`src/shared/soft_reset_pkg.sv`:
```
// Constants and types for the soft reset and clock pad control block.
// Assumes a slave control port front end that hands over decoded
// 16-bit register accesses.
package soft_reset_pkg;

  // ****************************************************************
  // Register map
  // ****************************************************************
  localparam int ADDR_W = 16;
  localparam int DATA_W = 16;
  localparam logic [15:0] PAD_CFG_ADDR = 16'hf7a3;
  localparam logic [15:0] REINIT_ADDR = 16'hf890;
  localparam logic [15:0] SYNTH_BASE = 16'hf000;
  localparam logic [15:0] SYNTH_LAST = 16'hf006;
  localparam int SYNTH_COUNT = 7;
  localparam int SYNTH_IDX_W = 3;

  // ****************************************************************
  // Reset values and field positions
  // ****************************************************************
  localparam logic [15:0] PAD_RESET = 16'h0008;
  localparam logic [15:0] REINIT_RESET = 16'h0001;
  localparam logic [15:0] SYNTH_RESET = 16'h0000;
  localparam int PAD_PULL_BIT = 4;
  localparam int PAD_SLEW_HI = 3;
  localparam int PAD_SLEW_LO = 2;
  localparam int PAD_DRIVE_HI = 1;
  localparam int PAD_DRIVE_LO = 0;
  localparam int PAD_FIELD_W = 5;
  localparam int REINIT_BIT = 0;

  // ****************************************************************
  // Types
  // ****************************************************************
  typedef enum logic {PORT_I2C, PORT_SPI} port_mode_t;

  typedef struct packed {
    logic wr;
    logic rd;
    logic [15:0] addr;
    logic [15:0] wdata;
  } reg_req_t;

  typedef struct packed {
    logic pulldown_en;
    logic [1:0] slew_sel;
    logic [1:0] drive_sel;
  } pad_cfg_t;

  typedef logic [SYNTH_COUNT-1:0][15:0] synth_regs_t;

  typedef struct packed {
    logic reinit_n;
    pad_cfg_t pad;
    port_mode_t mode;
    logic [15:0] rdata;
    logic rd_valid;
  } ctl_state_t;

  typedef struct packed {
    synth_regs_t regs;
  } synth_state_t;

endpackage

```
`src/soft_reset_ctl.sv`:
```
// Soft reset control and clock output pad configuration registers.
// Assumes the slave control port front end stays clocked and hands
// over decoded accesses; other control logic obeys o_soft_rst_b.
//
// What this block does
// [RULE1] Reinit bit 0 is active low: 0 holds soft reset, 1 runs (reset 1).
// [RULE2] Soft reset restores the pad default but spares the synth registers.
// [RULE3] Host register access keeps working while soft reset is held.
// [RULE4] Host writes to the synth registers are taken during soft reset.
// [RULE5] SPI port mode stays set during and after a soft reset.
// [RULE6] Only the hardware reset pin returns the port to I2C mode.
// [RULE7] Pad register: pull-down enable bit 4, slew 3:2, drive 1:0.
// [RULE8] Pad resets to 0x0008: fast slew, lowest drive, pull-down off.
// [RULE9] Reserved upper bits read as zero and should be written as zero.
`timescale 1ns/1ps
module soft_reset_ctl
  import soft_reset_pkg::*;
(
  // Clock and hardware reset pin
  input wire logic i_mclk,
  input wire logic i_rst_b,
  // Decoded host access from the slave control port
  input wire reg_req_t i_req,
  input wire logic i_spi_select,
  // Read answer
  output logic [15:0] o_rdata,
  output logic o_rd_valid,
  // Controls to the rest of the device
  output logic o_soft_rst_b,
  output logic o_spi_mode,
  output pad_cfg_t o_pad,
  output synth_regs_t o_synth_regs
);

  // ****************************************************************
  // Declarations
  // ****************************************************************
  ctl_state_t st;
  ctl_state_t next_st;
  logic synth_hit;
  logic [15:0] synth_rdata;
  logic hit_pad;
  logic hit_reinit;
  localparam ctl_state_t ST_RESET = '{
    reinit_n: REINIT_RESET[REINIT_BIT],
    pad: pad_cfg_t'(PAD_RESET[PAD_FIELD_W-1:0]),
    mode: PORT_I2C,
    rdata: 16'h0000,
    rd_valid: 1'b0
  };

  assign hit_pad = i_req.addr == PAD_CFG_ADDR;
  assign hit_reinit = i_req.addr == REINIT_ADDR;

  // ****************************************************************
  // Clock synthesis group
  // ****************************************************************
  // Sees every write, soft reset or not [RULE4]
  synth_reg_bank u_synth (
    .i_mclk(i_mclk),
    .i_rst_b(i_rst_b),
    .i_wr(i_req.wr),
    .i_addr(i_req.addr),
    .i_wdata(i_req.wdata),
    .o_hit(synth_hit),
    .o_rdata(synth_rdata),
    .o_regs(o_synth_regs)
  );

  // ****************************************************************
  // Next state
  // ****************************************************************
  always_comb begin
    next_st = st;
    next_st.rd_valid = 1'b0;
    // Active-low soft reset bit, always writable so software can exit
    if (i_req.wr && hit_reinit) begin
      next_st.reinit_n = i_req.wdata[REINIT_BIT]; // [RULE1]
    end
    // Pad fields; writes during soft reset are dropped [RULE7]
    if (i_req.wr && hit_pad) begin
      next_st.pad.pulldown_en = i_req.wdata[PAD_PULL_BIT];
      next_st.pad.slew_sel = i_req.wdata[PAD_SLEW_HI:PAD_SLEW_LO];
      next_st.pad.drive_sel = i_req.wdata[PAD_DRIVE_HI:PAD_DRIVE_LO];
    end
    // Held at default while soft reset is in force [RULE2] [RULE8]
    if (!st.reinit_n) begin
      next_st.pad = ST_RESET.pad;
    end
    // Sticky mode; soft reset does not touch it [RULE5] [RULE6]
    if (i_spi_select) begin
      next_st.mode = PORT_SPI;
    end
    // Reads answered in soft reset too [RULE3]
    if (i_req.rd) begin
      next_st.rd_valid = 1'b1;
      // Upper bits zero-filled, reserved reads as zero [RULE9]
      if (hit_pad) begin
        next_st.rdata = {{(DATA_W-PAD_FIELD_W){1'b0}}, st.pad};
      end else if (hit_reinit) begin
        next_st.rdata = {{(DATA_W-1){1'b0}}, st.reinit_n};
      end else if (synth_hit) begin
        next_st.rdata = synth_rdata;
      end else begin
        next_st.rdata = 16'h0000; // Unmapped reads as zero
      end
    end
  end

  // ****************************************************************
  // State register
  // ****************************************************************
  // Only the pin reset reaches here; mode reverts to I2C [RULE6]
  always_ff @(posedge i_mclk or negedge i_rst_b) begin
    if (!i_rst_b) begin
      st <= ST_RESET;
    end else begin
      st <= next_st;
    end
  end

  // Outputs straight from flops
  assign o_rdata = st.rdata;
  assign o_rd_valid = st.rd_valid;
  assign o_soft_rst_b = st.reinit_n;
  assign o_spi_mode = st.mode == PORT_SPI;
  assign o_pad = st.pad;
endmodule

```
`src/synth_reg_bank.sv`:
```
// Clock synthesis register group, cleared only by the hardware reset.
// Assumes the caller forwards every host write; soft reset never
// reaches this bank.
`timescale 1ns/1ps
module synth_reg_bank
  import soft_reset_pkg::*;
(
  // Clock and hardware reset
  input wire logic i_mclk,
  input wire logic i_rst_b,
  // Decoded access
  input wire logic i_wr,
  input wire logic [15:0] i_addr,
  input wire logic [15:0] i_wdata,
  // Read side and contents
  output logic o_hit,
  output logic [15:0] o_rdata,
  output synth_regs_t o_regs
);

  // ****************************************************************
  // Decode
  // ****************************************************************
  synth_state_t st;
  synth_state_t next_st;
  logic [SYNTH_IDX_W-1:0] idx;
  logic [SYNTH_COUNT-1:0] wr_hit;

  // Offset into the group, cut to index width
  assign o_hit = (i_addr >= SYNTH_BASE) && (i_addr <= SYNTH_LAST);
  assign idx = SYNTH_IDX_W'(i_addr - SYNTH_BASE);
  assign o_rdata = o_hit ? st.regs[idx] : 16'h0000;
  assign o_regs = st.regs;

  // Per-entry write strobes
  genvar g;
  generate
    for (g = 0; g < SYNTH_COUNT; g++) begin : g_entry
      assign wr_hit[g] = i_wr && o_hit && (idx == SYNTH_IDX_W'(g));
    end
  endgenerate

  // ****************************************************************
  // State
  // ****************************************************************
  // Writes land regardless of soft reset state [RULE4]
  always_comb begin
    next_st = st;
    for (int k = 0; k < SYNTH_COUNT; k++) begin
      if (wr_hit[k]) begin
        next_st.regs[k] = i_wdata;
      end
    end
  end

  // Only the hardware reset clears the group [RULE2]
  always_ff @(posedge i_mclk or negedge i_rst_b) begin
    if (!i_rst_b) begin
      st <= '{regs: {SYNTH_COUNT{SYNTH_RESET}}};
    end else begin
      st <= next_st;
    end
  end
endmodule

```
`config.mk`:
```
export PLATFORM = sky130hd
export DESIGN_NAME = soft_reset_ctl
export DESIGN_NICKNAME = d
export VERILOG_FILES = /design/src/shared/soft_reset_pkg.sv /design/src/soft_reset_ctl.sv /design/src/synth_reg_bank.sv
export SDC_FILE = /design/constraint.sdc
export NUM_CORES = 1
export LEC_CHECK = 0
export BUFFER_PORTS_ARGS = -buffer_cell sky130_fd_sc_hd__buf_4
export CORE_ASPECT_RATIO = 1.75
export CORE_MARGIN = 1.5
export CORE_UTILIZATION = 47
export CTS_CLUSTER_SIZE = 40
export DETAILED_ROUTE_END_ITERATION = 12
export HOLD_SLACK_MARGIN = 0.15
export PLACE_DENSITY = 0.76
export SETUP_SLACK_MARGIN = 0.5
export SYNTH_ARGS = -nofsm -noshare
export SYNTH_HDL_FRONTEND = slang
export SYNTH_SLANG_ARGS = --single-unit
```
`constraint.sdc`:
```
create_clock -name i_mclk -period 1.2 [get_ports i_mclk]
set_input_delay 0 -clock i_mclk [delete_from_list [all_inputs] [get_ports i_mclk]]
set_output_delay 0 -clock i_mclk [all_outputs]
set_load 0.05 [all_outputs]
```
; ---- Word-level counts from Yosys, hierarchy flattened
; Cells that the tools add are included.
[classes]
muxes = 8
magnitude_cmp = 3
n_reduce_logical = 12
eq_ne = 9
add_sub_neg = 1
[ops]
columns = cell, n
row1 = $mux W16, 4
row2 = $bmux W16 S3, 1
row3 = $eq A16 B16 Y1 const B, 2
row4 = $ge A16 B16 Y1 const B, 1
row5 = $le A16 B16 Y1 const B, 1
row6 = $logic_and A1 B1 Y1, 11
row7 = $mux W5, 2
row8 = $eq A3 B3 Y1 const B, 3
row9 = $eq A3 B2 Y1 const B, 2
row10 = $lt A3 B4 Y1 const B, 1
row11 = $eq A3 B1 Y1 const B, 1
row12 = $logic_not A3 Y1, 1
row13 = $sub A3 B1 Y3 const B, 1
row14 = $ne A2 B1 Y1 const B, 1
row15 = $mux W1, 1
[word_totals]
output_inout_bits = 136
inputBits = 37
register_bits = 136
word_cells = 47

; ---- Logic depth before layout (Yosys ltp)
; Gate-level depths: netlist of run 1.
[logic_depth]
ltp_word = 6
depth_mapped = 7

; ---- Modules after synthesis
; Synthesis of run 1 repeated with hierarchy kept, for this count alone.
[unflattened]
hier_cells = 487
area_unflattened_um2 = 6434.9
[by_module_without_submodules]
columns = module, cells_each, seq_area_each_um2, instances, area_each_um2
row1 = synth_reg_bank, 370, 2802.7, 1, 5306.3
row2 = soft_reset_ctl, 117, 603.1, 1, 1128.6

; ---- Least setup slack after synthesis of run 1
; No wires, ideal clock.
[synth_timing]
kind = input to register
from = in i_req[21] (netlist bit)
to = reg u_synth.st (netlist bit u_synth.o_regs[101])
path_stages = 7
arrival_ns = 1.751
setup_time_ns = 0.125
path_slack_ns = -0.676
cell_sequence = or4_4 nor4_4 buf_6 and4_1 buf_6 buf_12 mux2_4
[synth_via]
elab_chain_cells = 4
[synth_lines]
columns = item, line_no
row1 = "start, declared", soft_reset_ctl.sv:23  ; input wire reg_req_t i_req,
row2 = $ge A16 B16 Y1 / $le A16 B16 Y1 (equally long branches), synth_reg_bank.sv:30  ; assign o_hit = (i_addr >= SYNTH_BASE) && (i_addr <= SYNTH_LAST);
row3 = $logic_and A1 B1 Y1 *, synth_reg_bank.sv:30
row4 = $logic_and A1 B1 Y1 * (2 in a row), synth_reg_bank.sv:39  ; assign wr_hit[g] = i_wr && o_hit && (idx == SYNTH_IDX_W'(g));
row5 = "end signal, assigned", synth_reg_bank.sv:59  ; st <= '{regs: {SYNTH_COUNT{SYNTH_RESET}}};
row6 = "end signal, assigned", synth_reg_bank.sv:61  ; st <= next_st;
row7 = "end, declared", synth_reg_bank.sv:24  ; synth_state_t st;
; Every way passes the cells marked *; elsewhere a longest branch is shown, timed or not.
; A chain may end at the register's enable or synchronous reset.

; ---- Worst setup path in the final report of run 1
[layout_timing]
from = reg u_synth.st (netlist bit u_synth.o_regs[104])
to = reg st (netlist bit o_rdata[8])
[layout_via]
elab_chain_cells = 5
[layout_lines]
columns = item, line_no
row1 = $bmux W16 S3, synth_reg_bank.sv:32  ; assign o_rdata = o_hit ? st.regs[idx] : 16'h0000;
row2 = $mux W16 (implied by the code), synth_reg_bank.sv:32
row3 = $mux W16, soft_reset_ctl.sv:102  ; end else if (synth_hit) begin
row4 = $mux W16, soft_reset_ctl.sv:100  ; end else if (hit_reinit) begin
row5 = $mux W16, soft_reset_ctl.sv:98  ; if (hit_pad) begin
row6 = "end signal, assigned", soft_reset_ctl.sv:118  ; st <= next_st;
row7 = "end, declared", soft_reset_ctl.sv:38  ; ctl_state_t st;
; No other way between the ends. The select of a mux whose other input is x is not followed.

==> implementation parameters, run 1 <==
Parameter                              Value

Pwr
  Maximum VDD drop    1.06 mV
  Leakage    0.00545 uW
  Total power divided by cell area    967 mW/mm2

Place
  Detailed placer's ending HPWL    14.0 mm
  Placed cell areas    0.00880 mm2
  Port Buffers    172
  Post-Place Cells    874
  Weighted congestion reported at the end of routability-driven placement    0.861

Final layout
  End-of-flow core utilization    89.0%
  Share of layout cells above drive strength 1    69.6%
  Final #Nets    832
  Area growth syn-to-layout    84.9%
  Finished layout cell area    0.0115 mm2
  Non-filler cells, final    979
  Most common cell after layout, fill and taps aside    buf_6
  Most frequent cells in the layout    buf_6 (141), dfrtp_1 (122), buf_4 (110)
  Count of antenna diodes in the layout    0

Global route
  Fraction of met2 tracks used by global routing    70.4%
  Initial antenna violation count    0
  Met3 Track Usage GR    8.99%
  Total congestion overflow    0
  Layer carrying the most global-route usage    met2
  Pin count of the biggest net entering global routing    46
  Total global routing track utilization    39.8%
  Global-route wire length before repair    40.7 mm
  Met1 Usage GRT    42.7%
  Number of global-route vias before repair    6495

Critical path
  Arrival time of the worst setup path    2.09 ns
  Maximum fanout along the worst path    3
  Launch point of the worst reg-to-reg path    u_synth.o_regs[104]
  Beginning of the critical path    u_synth.o_regs[104]
  Worst EP required    1.49 ns
  Type of the setup path with the least slack    reg -> reg
  Sort of element at the end of the critical path    register
  Depth of the worst register-to-register path    4
  Critical Path End    o_rdata[8]
  Kind of start point of the critical path    register
  Worst R2R End    o_rdata[8]
  FF-to-FF setup slack    -0.60 ns

STA
  Clock period minus final worst setup slack    1.80 ns
  Final hold violations    136
  Smallest hold slack    -0.491 ns
  Max-slew violation count    0
  Max-Slew Margin vs Limit    53.7%
  Setup tns final    -58.83 ns
  Post-route fraction of the period consumed by the critical path    150%
  Fmax    0.555 GHz
  Setup repair after global routing missed its margin    true
  Skew final    0.0116 ns
  Slew at the pin with the worst max-slew slack    0.675 ns
  Finish-stage setup viols    128
  Setup slack after layout    -0.602 ns

Floorplanning
  Std cell rows    55
  Die area    0.0140 mm2
  Overall die height    155 um
  Placeable core region    0.0129 mm2
  Starting utilization of the core area    48.1%
  I/O pin count    173
  Die Span X    90.0 um

Logic synthesis
  Netlist area before placement    0.00622 mm2
  Synth async-reset ratio    100%
  Sequential element share of the synthesized area    54.7%
  Post-synthesis sequential element count    136
  Count of mapped cells out of synthesis    443
  Distinct cell type count of the synthesized netlist    42
  Post-synth top flop    dfrtp_1
  Nets in the synthesized netlist    480
  Mapped Avg Cell Area    14.0 um2
  Count of synthesis-stage warnings from yosys    0
  Number of enable flip-flop cells after synthesis    0

Drt
  Number of design-rule violations left by the first detailed-router iteration    530
  Number of search-and-repair iterations in the first detailed-routing pass    5
  Avg Vias per Cell    6.40
  Routed WL per cell    32.0 um
  Number of remaining DRC errors    0
  Number of nets with antenna violations after detailed routing    0
  Via Count    6263
  Total Wirelength    31.3 mm

Clocking
  Clock tree root driver cell    clkbuf_16
  TritonCTS Buffers    17
  Insertion delay of the later-clocked pin in the worst-skew pair    0.43 ns
  Number of H-tree levels    4
  Clock transition at path regs    0.08 ns
  Max Root-Sink Buffers    2
  Number of clock sinks seen by CTS    136
  Clock tree from TritonCTS    done

Outcome
  Outcome    complete, but fails checks
  Violated checks    hold timing, setup timing

Hold path
  Worst hold path type    in -> async

Job
  Max capacitance violation total    0
==> final cells by class <==
type,count,area [um2]
repair buffers,363,4110
flip-flops and latches,136,3420
multi-input cells,249,3050
fillers,449,1430
clock buffers,18,439
well taps,171,214
clock inverters,14,173
inverters,28,110
==> registers in the layout, summed over array words and instances, names as in the netlist <==
signal and count:
o_spi_mode 1, o_pad 5, o_rd_valid 1, u_synth.o_regs 112, o_rdata 16, o_soft_rst_b 1
==> logic make-up after synthesis <==
| logic type | after synthesis | synth area share (%) |
|---|---|---|
| flip-flops | 136 | 54.7 |
| AO/OA/AOI/OAI | 60 | 6.53 |
| AND/OR/NAND/NOR | 45 | 5.19 |
| buffers and inverters | 58 | 4.32 |
| multiplexers | 144 | 29.2 |
==> metrics by stage <==
step | total power (uW) | setup WS, ns | hold WS (ns)
detailed placement | 5350 | -0.794 | -0.0313
global route | 11300 | -0.654 | -0.473
global placement | 5330 | -0.740 | -0.0454
finish | 11100 | -0.602 | -0.491
CTS | 10800 | -0.334 | -0.474
floorplan | 4930 | -0.676 | -0.296
==> what timing repair did <==
action,CTS,global route
cloned,1,0
hold buffers,16,1
setup buffers,41,14
pin swaps,14,8
hold endpoints to repair,272,151
endpoints found under the setup margin,271,271
resized for setup,313,68
==> critical path: stages (launching register included) <==
cell	delay [ns]
dfrtp_2	0.47
mux2i_1	0.57
o221ai_1	0.29
o21ai_0	0.19
o22ai_2	0.14
==> cell usage after synthesis, types with 3 or more instances <==
cell type,number,area [um2]
a21oi_1,5,25.0
a31oi_1,5,31.3
and4_1,4,35.0
buf_1,6,22.5
buf_2,7,35.0
buf_4,3,22.5
clkbuf_1,11,41.3
dfrtp_1,134,3350
inv_1,28,105
mux2_2,101,1140
mux2_4,10,150
mux2i_1,16,160
mux4_2,16,360
nand2_1,5,18.8
nand3_1,8,40.0
nand3_4,3,52.6
nor2_1,6,22.5
nor2b_1,3,18.8
o2111ai_1,5,43.8
o21ai_0,16,80.1
o221ai_1,16,140
o22ai_1,11,68.8
==> metal layers <==
metal  vias to the layer above  routed length [um]
li1                       2353                   -
met3                       229                2360
met5                         -                   0
met4                         0                2900
met1                      3158               10100
met2                       523               16000
==> worst min path at each step <==
stage / from / cells past startpoint / end
floorplan: i_rst_b / 0 / o_pad[0]
global placement: i_rst_b / 1 / u_synth.o_regs[22]
detailed placement: i_rst_b / 1 / u_synth.o_regs[8]
CTS: i_rst_b / 1 / u_synth.o_regs[8]
global route: i_rst_b / 1 / u_synth.o_regs[62]
finish: i_rst_b / 1 / u_synth.o_regs[62]
==> report_power, final <==
part / total [uW] / internal, uW / switching [uW]
clock network: 5670 / 3340 / 2330
logic: 843 / 322 / 520
registers: 4610 / 4600 / 14.0
total: 11100 / 8260 / 2860
(Power assumes the default switching activity.)
==> run 2, diff against run 1 <==
- MAX_ROUTING_LAYER: not set -> met4
==> run 2 against run 1 <==
The flow still finishes with violations (hold timing, setup timing). Cell area hardly changed. Fmax is 7.3% higher. Clock skew is 0.0025 ns lower. Global-route usage is 1.1 points higher. Clock power hardly changed. Sequential cell count stayed put. Routed wire length is 2.3% lower. Non-clock buffer count is 1 higher. Largest cell class unchanged. Largest power group unchanged.
==> implementation parameters, run 2 (synthesized netlist as in run 1, its figures left out) <==
Parameter                              Value

Final layout
  Finished layout cell area    0.0115 mm2
  Number of flip-flops under the largest register name    112
  Most common cell after layout, fill and taps aside    buf_6
  Most frequent cells in the layout    buf_6 (140), dfrtp_1 (122), buf_4 (111)
  Count of antenna diodes in the layout    0
  Share of layout cells above drive strength 1    69.6%
  Final #Nets    833
  Area growth syn-to-layout    85.0%

Critical path
  Arrival time of the worst setup path    1.98 ns
  Maximum fanout along the worst path    8
  Kind of start point of the critical path    primary input
  Type of the setup path with the least slack    in -> reg
  Sort of element at the end of the critical path    register
  Worst EP required    1.50 ns

Hold path
  Worst hold path type    in -> async

STA
  Setup tns final    -49.70 ns
  Fmax    0.595 GHz
  Setup slack after layout    -0.479 ns
  Skew final    0.00914 ns
  Max-Slew Margin vs Limit    55.3%
  Post-route fraction of the period consumed by the critical path    140%
  Setup repair after global routing missed its margin    true
  Clock period minus final worst setup slack    1.68 ns
  Finish-stage setup viols    128
  Slew at the pin with the worst max-slew slack    0.669 ns
  Smallest hold slack    -0.483 ns
  Final hold violations    136
  Max-slew violation count    0

Drt
  Number of design-rule violations left by the first detailed-router iteration    469
  Number of search-and-repair iterations in the first detailed-routing pass    5
  Routed WL per cell    31.2 um
  Number of nets with antenna violations after detailed routing    0
  Number of remaining DRC errors    0
  Via Count    6201
  Avg Vias per Cell    6.33
  Total Wirelength    30.6 mm

Global route
  Pin count of the biggest net entering global routing    46
  Initial antenna violation count    0
  Global-route wire length before repair    40.6 mm
  Number of global-route vias before repair    6493
  Total global routing track utilization    40.9%
  Total congestion overflow    0

Pwr
  Total chip power    11100 uW
  Total power divided by cell area    968 mW/mm2
  Maximum VDD drop    0.961 mV
  Leakage    0.00546 uW

Job
  Max capacitance violation total    0

Clocking
  Clock transition at path regs    0.07 ns
  Clock tree root driver cell    clkbuf_16
  Insertion delay of the later-clocked pin in the worst-skew pair    0.43 ns
  Number of clock sinks seen by CTS    136
  Number of H-tree levels    4
  Max Root-Sink Buffers    2
  TritonCTS Buffers    17
  Clock tree from TritonCTS    done

Outcome
  Outcome    complete, but fails checks
  Violated checks    hold timing, setup timing

Place
  Weighted congestion reported at the end of routability-driven placement    0.875
  Setup WS pre-CTS    -0.794 ns
  Placed cell areas    0.00880 mm2
  Port Buffers    172
  Detailed placer's ending HPWL    14.0 mm

Floorplanning
  Placeable core region    0.0129 mm2
  Die Span X    90.0 um
  Overall die height    155 um
  I/O pin count    173
  Die area    0.0140 mm2
  Std cell rows    55
  Starting utilization of the core area    48.1%
[run 2: layer usage]
layer | vias to the layer above | global-route usage (%) | part of all wire (%)
met5 | - | - | 0
met4 | 0 | 24.1 | 8.6
met3 | 192 | 7.62 | 7.7
met2 | 522 | 71.3 | 51
met1 | 3132 | 43.1 | 33
li1 | 2355 | - | -
[run 2: power breakdown]
| group | switching (uW) | leakage, uW | internal, uW | total, uW |
|---|---|---|---|---|
| Sequential | 14.6 | 0.00186 | 4600 | 4610 |
| Combinational | 512 | 0.00330 | 321 | 833 |
| Clock | 2360 | 0.000297 | 3350 | 5700 |
| Total | 2880 | 0.00546 | 8260 | 11100 |
[run 2: area by class of cell]
class | instances | area (um2)
Clock inverter | 14 | 173
Inverter | 28 | 110
Sequential cell | 136 | 3420
Multi-Input combinational cell | 249 | 3040
Clock buffer | 18 | 439
Tap cell | 171 | 214
Timing Repair Buffer | 364 | 4120
Fill cell | 457 | 1430
[run 2: path summary, 6_finish.rpt]
| check | to | cells past startpoint | from | slack, ns |
|---|---|---|---|---|
| setup / recovery | u_synth.o_regs[79] | 6 | i_req[21] | -0.48 |
| hold / removal | u_synth.o_regs[22] | 1 | i_rst_b | -0.48 |
| setup reg to reg | o_rdata[6] | 3 | u_synth.o_regs[54] | -0.37 |
| hold reg to reg | o_rdata[8] | 2 | o_rdata[8] | 0.59 |
| max in group asynchronous | o_soft_rst_b | 2 | i_rst_b | 1.05 |
| min in group i_mclk | o_rd_valid | 1 | i_req[32] | -0.14 |
[run 2: repair_timing]
item	CTS	global route
hold buffers	16	1
endpoints found under the setup margin	271	271
hold endpoints to repair	272	151
gates cloned	1	0
gates resized for setup	313	68
buffers inserted	41	15
pin swaps	14	7
[run 2: critical path: stages]
cell and delay [ns]:
buf_6 0.09, or4_4 0.55, nor4_4 0.37, and4_1 0.36
buf_4 0.28, mux2_4 0.33
[run 2: metrics by stage]
step | std cells | utilization [%] | hold WS (ns)
floorplan | 443 | - | -0.296
global placement | 874 | 68.0 | -0.0454
detailed placement | 874 | 68.0 | -0.0313
CTS | 964 | 85.9 | -0.474
global route | 980 | 89.0 | -0.473
finish | 980 | 89.0 | -0.483
